==> config.mk <==
export PLATFORM = sky130hd
export DESIGN_NAME = port_stp_and_mac_enable_control
export DESIGN_NICKNAME = d
export VERILOG_FILES = /design/src/port_ctrl_pkg.sv /design/src/port_stp_and_mac_enable_control.sv
export SDC_FILE = /design/constraint.sdc
export NUM_CORES = 1
export LEC_CHECK = 0
export BUFFER_PORTS_ARGS = -buffer_cell sky130_fd_sc_hd__buf_2
export CAP_MARGIN = 20
export CORE_MARGIN = 2
export CORE_UTILIZATION = 50
export CTS_CLUSTER_SIZE = 40
export DETAILED_ROUTE_END_ITERATION = 6
export PLACE_DENSITY = 0.7
export SKIP_LAST_GASP = 1
export SLEW_MARGIN = 20
export SYNTH_ARGS = -nofsm -noshare
export SYNTH_HDL_FRONTEND = slang
export SYNTH_SLANG_ARGS = --single-unit
==> constraint.sdc <==
create_clock -name clk_i -period 2.63 [get_ports clk_i]
set_input_delay 0.526 -clock clk_i [delete_from_list [all_inputs] [get_ports clk_i]]
set_output_delay 0.526 -clock clk_i [all_outputs]
set_load 0.05 [all_outputs]
==> src/port_ctrl_pkg.sv <==
// package: offsets, field layout, reset values and types for the port control bank
package port_ctrl_pkg;
  localparam int unsigned NUM_FRONT    = 16;
  localparam int unsigned NUM_PORTS    = 17;
  localparam logic [7:0]  OFS_FRONT0   = 8'h00;
  localparam logic [7:0]  OFS_MGMT     = 8'h10;
  localparam logic [7:0]  OFS_SWMODE   = 8'h20;
  localparam logic [7:0]  OFS_FLUSH    = 8'h52;
  localparam logic [7:0]  FLUSH_TX_OFF = 8'h02;
  localparam int unsigned TS_HI        = 7;
  localparam int unsigned TS_LO        = 5;
  localparam int unsigned UC_BIT       = 4;
  localparam int unsigned MC_BIT       = 3;
  localparam int unsigned BC_BIT       = 2;
  localparam int unsigned TXD_BIT      = 1;
  localparam int unsigned RXD_BIT      = 0;
  localparam int unsigned MODE_BIT     = 0;
  localparam logic [7:0]  FRONT_WMASK  = 8'he3;
  localparam logic [7:0]  FLUSH_RST    = 8'h00;
  localparam logic [1:0]  STRAP_WAIT   = 2'h2;

  typedef enum logic [2:0] {
    TS_NONE = 3'h0, TS_DIS = 3'h1, TS_BLK = 3'h2,
    TS_LIS  = 3'h3, TS_LRN = 3'h4, TS_FWD = 3'h5
  } tree_state_t;

  // per-port gate outputs toward the forwarding logic
  typedef struct packed {
    logic fwd_en;
    logic learn_en;
    logic tx_off;
    logic rx_off;
  } port_gate_t;

  // management port receive steering
  typedef struct packed {
    logic flood_uc;
    logic flood_mc;
    logic bcast;
  } mgmt_rx_t;
endpackage

==> src/port_stp_and_mac_enable_control.sv <==
// port tree-state and mac enable control registers on a classic wishbone slave
//
// Operation
// - sixteen 8-bit front port registers at 00h-0Fh
// - management port register at 10h, same layout
// - decode tree codes; reset 001 managed, 000 unmanaged
// - management tree state ignored in unmanaged mode
// - bit 1 requests mac transmit shut-off
// - transmit shut-off needs flush register 52h = 02h
// - bit 0 disables mac receive
// - bit 4 admits flooded unicast to management port
// - mirrored unicast still reaches management port
// - bit 3 admits flooded multicast to management port
// - mirrored multicast still reaches management port
// - bit 2 admits broadcast to management port
// - receive enables ignored unless management port selected
// - mode select loads inverted strap, software writable
//
// The implementer's own choice: the Wishbone register port.
`timescale 1ns/100ps
module port_stp_and_mac_enable_control
  import port_ctrl_pkg::*;
(
  input  wire logic                 clk_i,
  input  wire logic                 rst_i,
  input  wire logic                 wb_cyc_i,
  input  wire logic                 wb_stb_i,
  input  wire logic                 wb_we_i,
  input  wire logic [7:0]           wb_adr_i,
  input  wire logic [3:0]           wb_sel_i,
  input  wire logic [31:0]          wb_dat_i,
  output logic      [31:0]          wb_dat_o,
  output logic                      wb_ack_o,
  input  wire logic                 forwarding_strap_pin_i,
  input  wire logic                 mgmt_is_frame_port_i,
  input  wire logic                 uc_flooded_i,
  input  wire logic                 mc_flooded_i,
  input  wire logic                 bcast_i,
  input  wire logic                 mirror_hit_i,
  output port_gate_t [NUM_PORTS-1:0] port_gate_o,
  output mgmt_rx_t                  mgmt_rx_o,
  output logic                      forwarding_mode_select_o
);

  // ==========================================================
  // decode helpers
  // reserved codes fold onto disabled so nothing leaks through
  function automatic logic [1:0] gate_of(input logic [2:0] ts, input logic managed);
    logic [1:0] g;
    g = 2'b00;
    unique case (ts)
      TS_NONE: g = 2'b11;                     // no tree: learn and forward
      TS_DIS, TS_BLK, TS_LIS: g = 2'b00;      // drop, no learning
      TS_LRN: g = 2'b01;                      // learn only
      TS_FWD: g = 2'b11;                      // learn and forward
      default: g = 2'b00;                     // reserved as disabled
    endcase
    if (!managed) g = 2'b11;
    return g;
  endfunction

  // ==========================================================
  // strap pin synchroniser and power-on capture
  logic       strap_s1_reg, strap_s2_reg;
  logic [1:0] strap_cnt_reg, strap_cnt_next;
  logic       strap_done_reg, strap_done_next;

  // the strap comes from a board pin so it passes two flops first
  always_ff @(posedge clk_i) begin
    strap_s1_reg <= forwarding_strap_pin_i;
    strap_s2_reg <= strap_s1_reg;
  end

  always_comb begin
    strap_cnt_next  = strap_cnt_reg;
    strap_done_next = strap_done_reg;
    if (!strap_done_reg) begin
      if (strap_cnt_reg == STRAP_WAIT) strap_done_next = 1'b1;
      else strap_cnt_next = strap_cnt_reg + 2'h1;
    end
  end

  always_ff @(posedge clk_i) begin
    if (rst_i) begin
      strap_cnt_reg  <= 2'h0;
      strap_done_reg <= 1'b0;
    end else begin
      strap_cnt_reg  <= strap_cnt_next;
      strap_done_reg <= strap_done_next;
    end
  end

  wire strap_load = !strap_done_reg && (strap_cnt_reg == STRAP_WAIT);

  // ==========================================================
  // register bank and wishbone slave
  logic [7:0] ctrl_reg  [NUM_PORTS];
  logic [7:0] ctrl_next [NUM_PORTS];
  logic [7:0] flush_reg, flush_next;
  logic       mode_reg, mode_next;
  logic       ack_reg, ack_next;
  logic [31:0] rdat_reg, rdat_next;

  wire req   = wb_cyc_i && wb_stb_i && !ack_reg;
  wire wr_b0 = req && wb_we_i && wb_sel_i[0];

  // writes and reads take effect on the ack edge; one wait state
  always_comb begin
    for (int i = 0; i < NUM_PORTS; i++) ctrl_next[i] = ctrl_reg[i];
    flush_next = flush_reg;
    mode_next  = mode_reg;
    ack_next   = req;
    rdat_next  = rdat_reg;
    if (strap_load) begin
      mode_next = !strap_s2_reg;                          // inverse of strap
      for (int i = 0; i < NUM_PORTS; i++)
        ctrl_next[i] = {(strap_s2_reg ? 3'h0 : 3'h1), 5'h00}; // managed resets to 001
    end
    if (wr_b0) begin
      if (wb_adr_i < OFS_MGMT)
        ctrl_next[wb_adr_i[3:0]] = wb_dat_i[7:0] & FRONT_WMASK;
      else if (wb_adr_i == OFS_MGMT)
        ctrl_next[NUM_FRONT] = wb_dat_i[7:0];
      else if (wb_adr_i == OFS_SWMODE)
        mode_next = wb_dat_i[MODE_BIT];                   // software overwrite
      else if (wb_adr_i == OFS_FLUSH)
        flush_next = wb_dat_i[7:0];
    end
    if (req) begin
      rdat_next = 32'h0000_0000;                           // unmapped reads zero
      if (wb_adr_i <= OFS_MGMT) rdat_next[7:0] = ctrl_reg[wb_adr_i[4:0]];
      else if (wb_adr_i == OFS_SWMODE) rdat_next[MODE_BIT] = mode_reg;
      else if (wb_adr_i == OFS_FLUSH) rdat_next[7:0] = flush_reg;
    end
  end

  always_ff @(posedge clk_i) begin
    if (rst_i) begin
      for (int i = 0; i < NUM_PORTS; i++) ctrl_reg[i] <= 8'h00;  // enables reset zero
      flush_reg <= FLUSH_RST;
      mode_reg  <= 1'b0;
      ack_reg   <= 1'b0;
      rdat_reg  <= 32'h0000_0000;
    end else begin
      for (int i = 0; i < NUM_PORTS; i++) ctrl_reg[i] <= ctrl_next[i];
      flush_reg <= flush_next;
      mode_reg  <= mode_next;
      ack_reg   <= ack_next;
      rdat_reg  <= rdat_next;
    end
  end

  assign wb_ack_o                 = ack_reg;
  assign wb_dat_o                 = rdat_reg;
  assign forwarding_mode_select_o = mode_reg;

  // ==========================================================
  // gate outputs, registered so every output leaves a flop
  port_gate_t [NUM_PORTS-1:0] gate_reg, gate_next;
  mgmt_rx_t                   mrx_reg, mrx_next;

  always_comb begin
    logic [1:0] g;
    logic       mg;
    logic [7:0] m;
    g  = 2'b00;
    m  = ctrl_reg[NUM_FRONT];
    mg = mgmt_is_frame_port_i;
    for (int i = 0; i < NUM_PORTS; i++) begin
      // management tree state counts only when managed
      g = gate_of(ctrl_reg[i][TS_HI:TS_LO], (i == NUM_FRONT) ? mode_reg : 1'b1);
      gate_next[i].fwd_en   = g[1];
      gate_next[i].learn_en = g[0];
      gate_next[i].tx_off   = ctrl_reg[i][TXD_BIT] && (flush_reg == FLUSH_TX_OFF);
      gate_next[i].rx_off   = ctrl_reg[i][RXD_BIT];
    end
    // enables only matter when the port is the frame management port
    mrx_next.flood_uc = mg && uc_flooded_i && (m[UC_BIT] || mirror_hit_i);
    mrx_next.flood_mc = mg && mc_flooded_i && (m[MC_BIT] || mirror_hit_i);
    mrx_next.bcast    = mg && bcast_i && (m[BC_BIT] || mirror_hit_i);
  end

  always_ff @(posedge clk_i) begin
    if (rst_i) begin
      gate_reg <= '0;
      mrx_reg  <= '0;
    end else begin
      gate_reg <= gate_next;
      mrx_reg  <= mrx_next;
    end
  end

  assign port_gate_o = gate_reg;
  assign mgmt_rx_o   = mrx_reg;

  // ==========================================================
  // assertions
  property p_front_rsvd;
    @(posedge clk_i) disable iff (rst_i)
      wb_ack_o && $past(!wb_we_i && wb_adr_i < OFS_MGMT) |-> wb_dat_o[4:2] == 3'h0;
  endproperty
  a_front_rsvd: assert property (p_front_rsvd) else $error("front reserved bits nonzero");

  property p_ack_one;
    @(posedge clk_i) disable iff (rst_i) wb_ack_o |=> !wb_ack_o;
  endproperty
  a_ack_one: assert property (p_ack_one) else $error("ack held two cycles");

  property p_mgmt_write;
    @(posedge clk_i) disable iff (rst_i)
      wr_b0 && wb_adr_i == OFS_MGMT && !strap_load |=> ctrl_reg[NUM_FRONT] == $past(wb_dat_i[7:0]);
  endproperty
  a_mgmt_write: assert property (p_mgmt_write) else $error("mgmt register write lost");

  property p_tx_needs_flush;
    @(posedge clk_i) disable iff (rst_i)
      port_gate_o[0].tx_off |-> $past(flush_reg) == FLUSH_TX_OFF && $past(ctrl_reg[0][TXD_BIT]);
  endproperty
  a_tx_needs_flush: assert property (p_tx_needs_flush) else $error("tx off without flush mode");

  property p_rx_off;
    @(posedge clk_i) disable iff (rst_i) ctrl_reg[3][RXD_BIT] |=> port_gate_o[3].rx_off;
  endproperty
  a_rx_off: assert property (p_rx_off) else $error("rx disable not applied");

  property p_not_frame_port;
    @(posedge clk_i) disable iff (rst_i) !mgmt_is_frame_port_i |=> mgmt_rx_o == '0;
  endproperty
  a_not_frame_port: assert property (p_not_frame_port) else $error("mgmt rx without frame port");

  property p_rsvd_drop;
    @(posedge clk_i) disable iff (rst_i)
      ctrl_reg[2][TS_HI:TS_LO] inside {3'h6, 3'h7} |=> !port_gate_o[2].fwd_en && !port_gate_o[2].learn_en;
  endproperty
  a_rsvd_drop: assert property (p_rsvd_drop) else $error("reserved code forwarded");

  property p_learn_only;
    @(posedge clk_i) disable iff (rst_i)
      ctrl_reg[1][TS_HI:TS_LO] == TS_LRN |=> port_gate_o[1].learn_en && !port_gate_o[1].fwd_en;
  endproperty
  a_learn_only: assert property (p_learn_only) else $error("learning state wrong");

  property p_mgmt_unmanaged;
    @(posedge clk_i) disable iff (rst_i) !mode_reg |=> port_gate_o[NUM_FRONT].fwd_en;
  endproperty
  a_mgmt_unmanaged: assert property (p_mgmt_unmanaged) else $error("mgmt state used unmanaged");

  property p_strap;
    @(posedge clk_i) disable iff (rst_i) strap_load |=> mode_reg == !$past(strap_s2_reg);
  endproperty
  a_strap: assert property (p_strap) else $error("mode not inverse of strap");

  property p_ack_follows;
    @(posedge clk_i) disable iff (rst_i)
      req |=> wb_ack_o;
  endproperty
  a_ack_follows: assert property (p_ack_follows) else $error("request not acknowledged");

  // one fixed port keeps the index static; reserved bits must come back clear
  property p_front_write;
    @(posedge clk_i) disable iff (rst_i)
      wr_b0 && wb_adr_i == 8'h05 && !strap_load |=> ctrl_reg[5] == ($past(wb_dat_i[7:0]) & FRONT_WMASK);
  endproperty
  a_front_write: assert property (p_front_write) else $error("front register write wrong");

  property p_tx_off_set;
    @(posedge clk_i) disable iff (rst_i)
      ctrl_reg[4][TXD_BIT] && flush_reg == FLUSH_TX_OFF |=> port_gate_o[4].tx_off;
  endproperty
  a_tx_off_set: assert property (p_tx_off_set) else $error("tx shut-off not applied");

  property p_fwd_state;
    @(posedge clk_i) disable iff (rst_i)
      ctrl_reg[0][TS_HI:TS_LO] == TS_FWD |=> port_gate_o[0].fwd_en && port_gate_o[0].learn_en;
  endproperty
  a_fwd_state: assert property (p_fwd_state) else $error("forwarding state blocked");

  property p_dis_drop;
    @(posedge clk_i) disable iff (rst_i)
      ctrl_reg[0][TS_HI:TS_LO] inside {TS_DIS, TS_BLK, TS_LIS} |=> !port_gate_o[0].fwd_en && !port_gate_o[0].learn_en;
  endproperty
  a_dis_drop: assert property (p_dis_drop) else $error("non-forwarding state passed traffic");

  property p_uc_flood;
    @(posedge clk_i) disable iff (rst_i)
      mgmt_is_frame_port_i && uc_flooded_i && ctrl_reg[NUM_FRONT][UC_BIT] |=> mgmt_rx_o.flood_uc;
  endproperty
  a_uc_flood: assert property (p_uc_flood) else $error("flooded unicast not delivered");

  property p_mirror_uc;
    @(posedge clk_i) disable iff (rst_i)
      mgmt_is_frame_port_i && uc_flooded_i && mirror_hit_i |=> mgmt_rx_o.flood_uc;
  endproperty
  a_mirror_uc: assert property (p_mirror_uc) else $error("mirrored unicast not delivered");

  property p_mc_flood;
    @(posedge clk_i) disable iff (rst_i)
      mgmt_is_frame_port_i && mc_flooded_i && ctrl_reg[NUM_FRONT][MC_BIT] |=> mgmt_rx_o.flood_mc;
  endproperty
  a_mc_flood: assert property (p_mc_flood) else $error("flooded multicast not delivered");

  property p_mirror_mc;
    @(posedge clk_i) disable iff (rst_i)
      mgmt_is_frame_port_i && mc_flooded_i && mirror_hit_i |=> mgmt_rx_o.flood_mc;
  endproperty
  a_mirror_mc: assert property (p_mirror_mc) else $error("mirrored multicast not delivered");

  property p_bcast;
    @(posedge clk_i) disable iff (rst_i)
      mgmt_is_frame_port_i && bcast_i && ctrl_reg[NUM_FRONT][BC_BIT] |=> mgmt_rx_o.bcast;
  endproperty
  a_bcast: assert property (p_bcast) else $error("broadcast not delivered");

  // a bus write landing on the strap edge wins, so it is kept out of the antecedent
  property p_managed_reset;
    @(posedge clk_i) disable iff (rst_i)
      strap_load && !strap_s2_reg && !wr_b0 |=> ctrl_reg[0][TS_HI:TS_LO] == TS_DIS && mode_reg;
  endproperty
  a_managed_reset: assert property (p_managed_reset) else $error("managed reset state wrong");

  c_write: cover property (@(posedge clk_i) wr_b0 ##1 wb_ack_o);
  c_tx_off: cover property (@(posedge clk_i) port_gate_o[0].tx_off);
  c_uc: cover property (@(posedge clk_i) mgmt_rx_o.flood_uc);
  c_fwd: cover property (@(posedge clk_i) port_gate_o[5].fwd_en && mode_reg);
endmodule

; ---- Word level (Yosys, flattened, before mapping)
; Memories as Yosys holds them, arrays and structs flattened.
; Index checks and enable logic that the tools add are counted.
[classes]
n_mux = 58
multipliers = 0
n_bitwise = 23
div_mod_pow = 0
n_eq_ne = 39
reduce_logical = 71
magnitude_cmp = 4
n_shift = 0
addsub = 1
[op_table]
columns = op, n
row1 = 2-to-1 mux 136 bit, 2
row2 = 2-to-1 mux 8 bit, 22
row3 = bitwise mux 136 bit, 1
row4 = 2-to-1 mux 128 bit, 1
row5 = equality test 3 bit (second input constant), 34
row6 = case mux 2 bit (2 select lines), 17
row7 = zero test 3 bit, 17
row8 = demux 8 bit (select 5 bit), 1
row9 = OR reduction 2 bit, 17
row10 = logical AND 1 bit, 29
row11 = bitwise OR 1 bit, 17
row12 = 2-to-1 mux 1 bit, 12
row13 = equality test 8 x 2 -> 1 bit (second input constant), 1
row14 = equality test 8 x 5 -> 1 bit (second input constant), 1
row15 = equality test 8 x 6 -> 1 bit (second input constant), 1
row16 = equality test 8 x 7 -> 1 bit (second input constant), 1
row17 = <= comparator 8 x 5 -> 1 bit (second input constant), 1
row18 = < comparator 8 x 5 -> 1 bit (second input constant), 1
row19 = 2-to-1 mux 7 bit, 1
row20 = >= comparator 5 x 6 -> 1 bit (second input constant), 1
row21 = < comparator 5 x 1 -> 1 bit (second input constant), 1
row22 = inverter 1 bit, 5
row23 = inverter 4 -> 5 bit, 1
row24 = AND reduction 5 bit, 1
row25 = other kinds (6), 10
[word_totals]
reg_bits = 94
word_cells = 276
latch_bits = 0
ramBits = 136
romBits = 0
memories = 1
in_bits = 55
[memory_table]
columns = memory, words, word_bits, rd, rd_clocked_by_memory_dff, write_ports, line_no
row1 = ctrl_reg, 17, 8, 18, 0, 17, port_stp_and_mac_enable_control.sv:97  ; logic [7:0] ctrl_reg [NUM_PORTS];

; ---- Longest topological paths before layout
; Gate-level depths: netlist (run 1).
[logic_depth]
word_depth = 9
ltp_mapped = 7
mapped_depth_nobuf = 6

; ---- Worst setup path after synthesis (run 1)
; No wires, ideal clock.
[synth_path]
kind = input port to flip-flop
from = in wb_adr_i[5]
to = mem ctrl_reg[15][0]
t_arrival_ns = 2.134
path_stages = 7
path_buffers = 3
slack_ns = 0.373
path_cell_list = or4_4 buf_6 or4_4 buf_6 buf_6 o211ai_1 o21ai_1
[synth_lines]
columns = item, line_no
row1 = start: declaration, port_stp_and_mac_enable_control.sv:29  ; input wire logic [7:0] wb_adr_i,
row2 = end: declaration, port_stp_and_mac_enable_control.sv:97

==> results.sh, run 1 <==
export IMPL_rsz0062_at_grt="no"
export IMPL_final_common_cell="dfxtp_1"
export IMPL_rows=50
export IMPL_grt_overflow=0
export IMPL_fin_crit_sh_pct=80.48
export IMPL_synth_top_area_cell="dfxtp_1"
export IMPL_worstSetupStartpointType="register"
export IMPL_drc=0
export IMPL_io_pins=160
export IMPL_placed_cell_area_um2=10290
export IMPL_crit_family="simple AND/OR/NAND/NOR gates"
export IMPL_worstSetupPathType="reg2reg"
export IMPL_antenna_found_initial=0
export IMPL_synthToLayoutAreaGrowth_pct=18.46
export IMPL_synth_edf_count=0
export IMPL_cp_slowest_stage_delay_ns=0.47
export IMPL_cts_htree_levels=1
export IMPL_synth_area_um2=9428
export IMPL_cts_sinks=230
export IMPL_ys_types=52
export IMPL_yosys_warnings=0
export IMPL_status="complete, no violations"
export IMPL_dieArea_um2=19970
export IMPL_worst_pin_slew_ns=0.6797
export IMPL_syn_avg_cell_area_um2=9.660
export IMPL_leakage_nw=4.501
export IMPL_hpwl_um=17960
export IMPL_maxCapViolCount=0
export IMPL_min_period_ns=2.117
export IMPL_cts_buffers=24
export IMPL_finalHoldViolCount=0
export IMPL_root_buffer="clkbuf_16"
export IMPL_cp_arrival_ns=2.53
export IMPL_path_max_fanout=7
export IMPL_wl_per_cell_um=20.25
export IMPL_synth_top_cell_area_share_pct=48.84
export IMPL_synth_seq_cells=230
export IMPL_synth_ff_type="dfxtp_1"
export IMPL_irDropWorstVdd_v=0.0004932
export IMPL_grt_pass1_wl_um=41500
export IMPL_fin_setup_tns_ns=0
export IMPL_ant_nets=0
export IMPL_path_clk_slew_ns=0.06
export IMPL_final_cell_mix="dfxtp_1, buf_2, nand3_1"
export IMPL_post_route_cell_area_um2=11170
export IMPL_insertion_delay_ns=0.52
export IMPL_layout_drive_gt1_share_pct=24.52
export IMPL_place_congestion=0.9573
export IMPL_cts_buffer_depth=3
export IMPL_netlist_instances=976
export IMPL_die_y_um=141.3
export IMPL_largest_reg_flops=136
export IMPL_drv_slew=0
export IMPL_slew_headroom_pct=54.55
export IMPL_clock_skew_ns=0.01588
export IMPL_async_flop_share_pct=0
export IMPL_layout_nets=1128
export IMPL_setup_viol=0
export IMPL_cts_setup_buffers=0
export IMPL_tritoncts="done"
export IMPL_io_buffers=108
export IMPL_die_x_um=141.3
export IMPL_yosysSeqAreaShare_pct=48.84
export IMPL_crit_chain="nand3b_1, nor4b_1, buf_4, nand4_1, a211oi_1"
export IMPL_grt_pass1_vias=7594
export IMPL_grt_max_degree=72
export IMPL_yosys_top_cells_area="dfxtp_1, o211ai_1, mux4_2"
export IMPL_max_freq_ghz=0.4724
export IMPL_core_area_um2=18580
export IMPL_cts_hold_buffers=0
export IMPL_critPathSlowestCell="nand3b_1"
export IMPL_cellPowerDensity_nw_per_um2=812.8
export IMPL_worstSetupEndpointType="register"
export IMPL_worst_path_buf_inv=1
export IMPL_diodes=0
export IMPL_vias=8085
export IMPL_routed_wirelength_um=26790
export IMPL_dr_first_iter_drc_count=885
export IMPL_initial_core_util_pct=50.74
export IMPL_crit_required_ns=3.04
export IMPL_drtPass1Iterations=6
export IMPL_hp_class="in2reg"
export IMPL_cts_resized=0
export IMPL_vias_per_cell=6.111
export IMPL_grt_use_total_pct=26.02
[synth_stat cells (all sizes together) (8+ instances only)]
| cell type | number |
|---|---|
| nor3 | 12 |
| nor2 | 32 |
| nand3 | 67 |
| a31o | 8 |
| and2 | 19 |
| nand2b | 8 |
| o21a | 19 |
| a2bb2oi | 9 |
| buf | 43 |
| mux4 | 17 |
| dfxtp | 230 |
| clkbuf | 67 |
| and3 | 48 |
| nor2b | 21 |
| mux2 | 30 |
| nand4 | 11 |
| a221oi | 8 |
| inv | 21 |
| mux2i | 9 |
| o211ai | 63 |
| a21oi | 66 |
| o21ai | 27 |
| a211oi | 29 |
| nand2 | 47 |
[kinds of logic after synthesis]
family	share of synthesized area (%)
and+or+nand+nor	17.53
AOI/OAI and AO/OA	18.16
DFF	48.84
buffers and inverters	6.516
muxes	8.600
xor gates and xnor gates	0.1858
adders and majority gates	0.1327
other	0.03978
[routing by layer]
layer,GRT usage [%],up-vias,wire (um)
met4,10.84,0,1045
met1,35.43,3862,11310
met2,41.06,426,12040
met3,4.725,78,2400
met5,0,-,0
li1,-,3719,-
[cell type report]
class,count,area (um2)
inverter,21,78.83
tap,234,292.8
clock buffer,32,691.9
sequential,230,4604
multi-input combinational,638,4329
fill,1579,7412
timing repair buffer,157,985.9
clock inverter,11,185.2
[where the power goes]
group / switching (mW) / internal, mW / total, mW
logic: 1.11 / 0.455 / 1.56
registers: 0.122 / 3.68 / 3.80
clock network: 1.38 / 2.33 / 3.71
total: 2.61 / 6.47 / 9.08
[final timing paths]
kind / from / endpoint / slack, ns / cells after the start
worst max-delay path: wb_ack_o / ctrl_reg[3][5] / 0.51 / 5
worst min-delay path: forwarding_strap_pin_i / strap_s1_reg / 0.12 / 1
worst max register to register: wb_ack_o / ctrl_reg[3][5] / 0.51 / 5
worst min register to register: strap_s1_reg / strap_s2_reg / 0.33 / 0
[per-stage QoR]
stage | hold slack (ns) | worst slack [ns] | utilization (%) | instances | power, mW
2_1_floorplan | 0.3096 | 0.3731 | - | 999 | 4.980
3_3_place_gp | 0.3134 | 0.2488 | 55.36 | 1280 | 5.385
3_5_place_dp | 0.3161 | 0.1894 | 55.36 | 1280 | 5.409
4_1_cts | 0.1135 | 0.5806 | 60.08 | 1323 | 9.084
5_1_grt | 0.1151 | 0.4644 | 60.11 | 1323 | 9.352
6_report | 0.1206 | 0.5132 | 60.11 | 1323 | 9.077
No activity file was read; power rests on OpenSTA's default activity.
==> inputs of run 2 (changes only) <==
PLACE_DENSITY = 0.73   (was 0.7)
clock period = 1.88 ns   (was 2.63 ns; I/O delays follow)
==> run 2 against run 1 <==
Net effect:
- hold slack got worse by 0.0032 ns
- cell count increased by 3.3%
- sequential share of layout area decreased by 1.5 points
- sequential cell count unchanged
- via count increased by 2.9%
- sequential power increased by 40%
- clock power increased by 48%
- setup slack got worse by 0.47 ns
- cell area increased by 3.9%
- clock skew decreased by 0.0054 ns
- critical endpoint is now ctrl_reg[4][2]
==> results.sh, run 2 (synthesis results as in run 1) <==
export IMPL_path_clk_slew_ns=0.07
export IMPL_maxCapViolCount=0
export IMPL_clock_skew_ns=0.01050
export IMPL_finalHoldViolCount=0
export IMPL_cts_buffer_depth=3
export IMPL_intPower_mw=9.380
export IMPL_cp_slowest_stage_delay_ns=0.49
export IMPL_p_switching_mw=3.694
export IMPL_wl_per_cell_um=20.44
export IMPL_layout_drive_gt1_share_pct=27.83
export IMPL_ant_nets=0
export IMPL_routed_wirelength_um=27920
export IMPL_grt_pass1_vias=7853
export IMPL_dr_first_iter_drc_count=974
export IMPL_setup_viol=0
export IMPL_cp_arrival_ns=2.25
export IMPL_irDropWorstVdd_v=0.001139
export IMPL_p_clk_share_pct=42.1
export IMPL_wl_met2_um=12730
export IMPL_max_freq_ghz=0.5432
export IMPL_insertion_delay_ns=0.52
export IMPL_tritoncts="done"
export IMPL_critPathSlowestCell="nor4_2"
export IMPL_grt_use_total_pct=27.13
export IMPL_die_x_um=141.3
export IMPL_cts_sinks=230
export IMPL_place_congestion=0.9790
export IMPL_top_layer_used="met4"
export IMPL_crit_chain="nand3b_1, buf_4, nor4_2, nand2_1, and3_1"
export IMPL_worst_pin_slew_ns=0.6218
export IMPL_crit_family="simple AND/OR/NAND/NOR gates"
export IMPL_r2r_cells=5
export IMPL_crit_required_ns=2.29
export IMPL_cellPowerDensity_nw_per_um2=1127
export IMPL_final_cell_mix="dfxtp_1, buf_2, buf_4"
export IMPL_rows=50
export IMPL_core_area_um2=18580
export IMPL_switching_share_pct=28.25
export IMPL_m1WireLength_um=11610
export IMPL_cts_resized=0
export IMPL_min_period_ns=1.841
export IMPL_hold_start="bcast_i"
export IMPL_rsz0062_at_grt="no"
export IMPL_status="complete, no violations"
export IMPL_grt_pass1_wl_um=42790
export IMPL_post_route_cell_area_um2=11600
export IMPL_initial_core_util_pct=50.74
export IMPL_grt_overflow=0
export IMPL_cts_htree_levels=1
export IMPL_die_y_um=141.3
export IMPL_layout_nets=1172
export IMPL_dieArea_um2=19970
export IMPL_pwr_share_comb_pct=17.2
export IMPL_antenna_found_initial=0
export IMPL_worst_slack_ns=0.03892
export IMPL_hold_path_cell_count=2
export IMPL_worstReg2RegStart="wb_ack_o"
export IMPL_drtPass1Iterations=5
export IMPL_path_max_fanout=7
export IMPL_largest_reg_flops=136
export IMPL_io_pins=160
export IMPL_final_core_util_pct=62.44
export IMPL_hp_class="in2reg"
export IMPL_wl_met3_um=2576
export IMPL_dpl_worst_slack_ns=-0.3036
export IMPL_final_common_cell="dfxtp_1"
export IMPL_slew_headroom_pct=58.37
export IMPL_min_to="mgmt_rx_o[0]"
export IMPL_fin_crit_sh_pct=97.93
export IMPL_p_seq_share_pct=40.8
export IMPL_placed_cell_area_um2=10660
export IMPL_worstSetupStartpointType="register"
export IMPL_leakage_nw=4.749
export IMPL_diodes=0
export IMPL_drc=0
export IMPL_fin_setup_tns_ns=0
export IMPL_root_buffer="clkbuf_16"
export IMPL_hpwl_um=18910
export IMPL_grt_max_degree=72
export IMPL_cts_buffers=24
export IMPL_worst_path_buf_inv=1
export IMPL_synthToLayoutAreaGrowth_pct=23.07
export IMPL_vias=8320
export IMPL_worstSetupEndpointType="register"
export IMPL_io_buffers=108
export IMPL_r2r_end="ctrl_reg[4][2]"
export IMPL_worstSetupPathType="reg2reg"
export IMPL_vias_per_cell=6.091
export IMPL_drv_slew=0
export IMPL_rrSetupSlack_ns=0.04
## run 2: cell count changes in the layout (fill, tap and decap cells not counted), sizes merged
cell	change
dlygate4sd3	+1
clkbuf	-6
bufinv	+3
clkinv	+1
clkinvlp	+1
buf	+43
## run 2: per-stage QoR
| stage | std cells | power [mW] | hold WS (ns) |
|---|---|---|---|
| global placement | 1323 | 7.595 | 0.3137 |
| floorplan | 999 | 6.970 | 0.3096 |
| detailed placement | 1323 | 7.633 | 0.3172 |
| global route | 1366 | 13.49 | 0.1116 |
| finish | 1366 | 13.07 | 0.1174 |
| CTS | 1366 | 13.09 | 0.1088 |
## run 2: worst max-delay path by stage
stage               cells after the start  slack [ns]         from             end
floorplan                               7       -0.18  wb_adr_i[5]  ctrl_reg[3][1]
global placement                        6       -0.28  wb_adr_i[0]     wb_dat_o[4]
detailed placement                      6       -0.30  wb_adr_i[0]     wb_dat_o[4]
CTS                                     5        0.11     wb_ack_o  ctrl_reg[3][1]
global route                            6        0.02     wb_ack_o  ctrl_reg[3][4]
finish                                  5        0.04     wb_ack_o  ctrl_reg[4][2]
## run 2: layout make-up
| class | instances | area [um2] |
|---|---|---|
| Sequential cell | 230 | 4606 |
| Clock buffer | 26 | 639.4 |
| Fill cell | 1521 | 6978 |
| Inverter | 21 | 78.83 |
| Clock inverter | 16 | 287.8 |
| Timing Repair Buffer | 201 | 1356 |
| Multi-Input combinational cell | 638 | 4342 |
| Tap cell | 234 | 292.8 |
## run 2: power by group through the flow
stage                     registers [mW]  clock network, mW  logic (mW)
after floorplan                     5.90                  0        1.07
after global placement              5.43                  0        2.17
after detailed placement            5.43                  0        2.20
after CTS                           5.33               5.55        2.22
after global routing                5.35               5.78        2.36
final                               5.33               5.50        2.25
## run 2: layer usage
| metal | GRT usage [%] | vias up |
|---|---|---|
| met4 | 12.26 | 0 |
| met2 | 42.03 | 470 |
| met1 | 37.30 | 3956 |
| met5 | 0 | - |
| li1 | - | 3814 |
| met3 | 4.792 | 80 |
## run 2: repair_timing
| action | 4_1_cts | 5_1_grt |
|---|---|---|
| endpoints found under the hold margin | 1 | 0 |
| hold buffers | 1 | 0 |
| setup buffers | 0 | 0 |
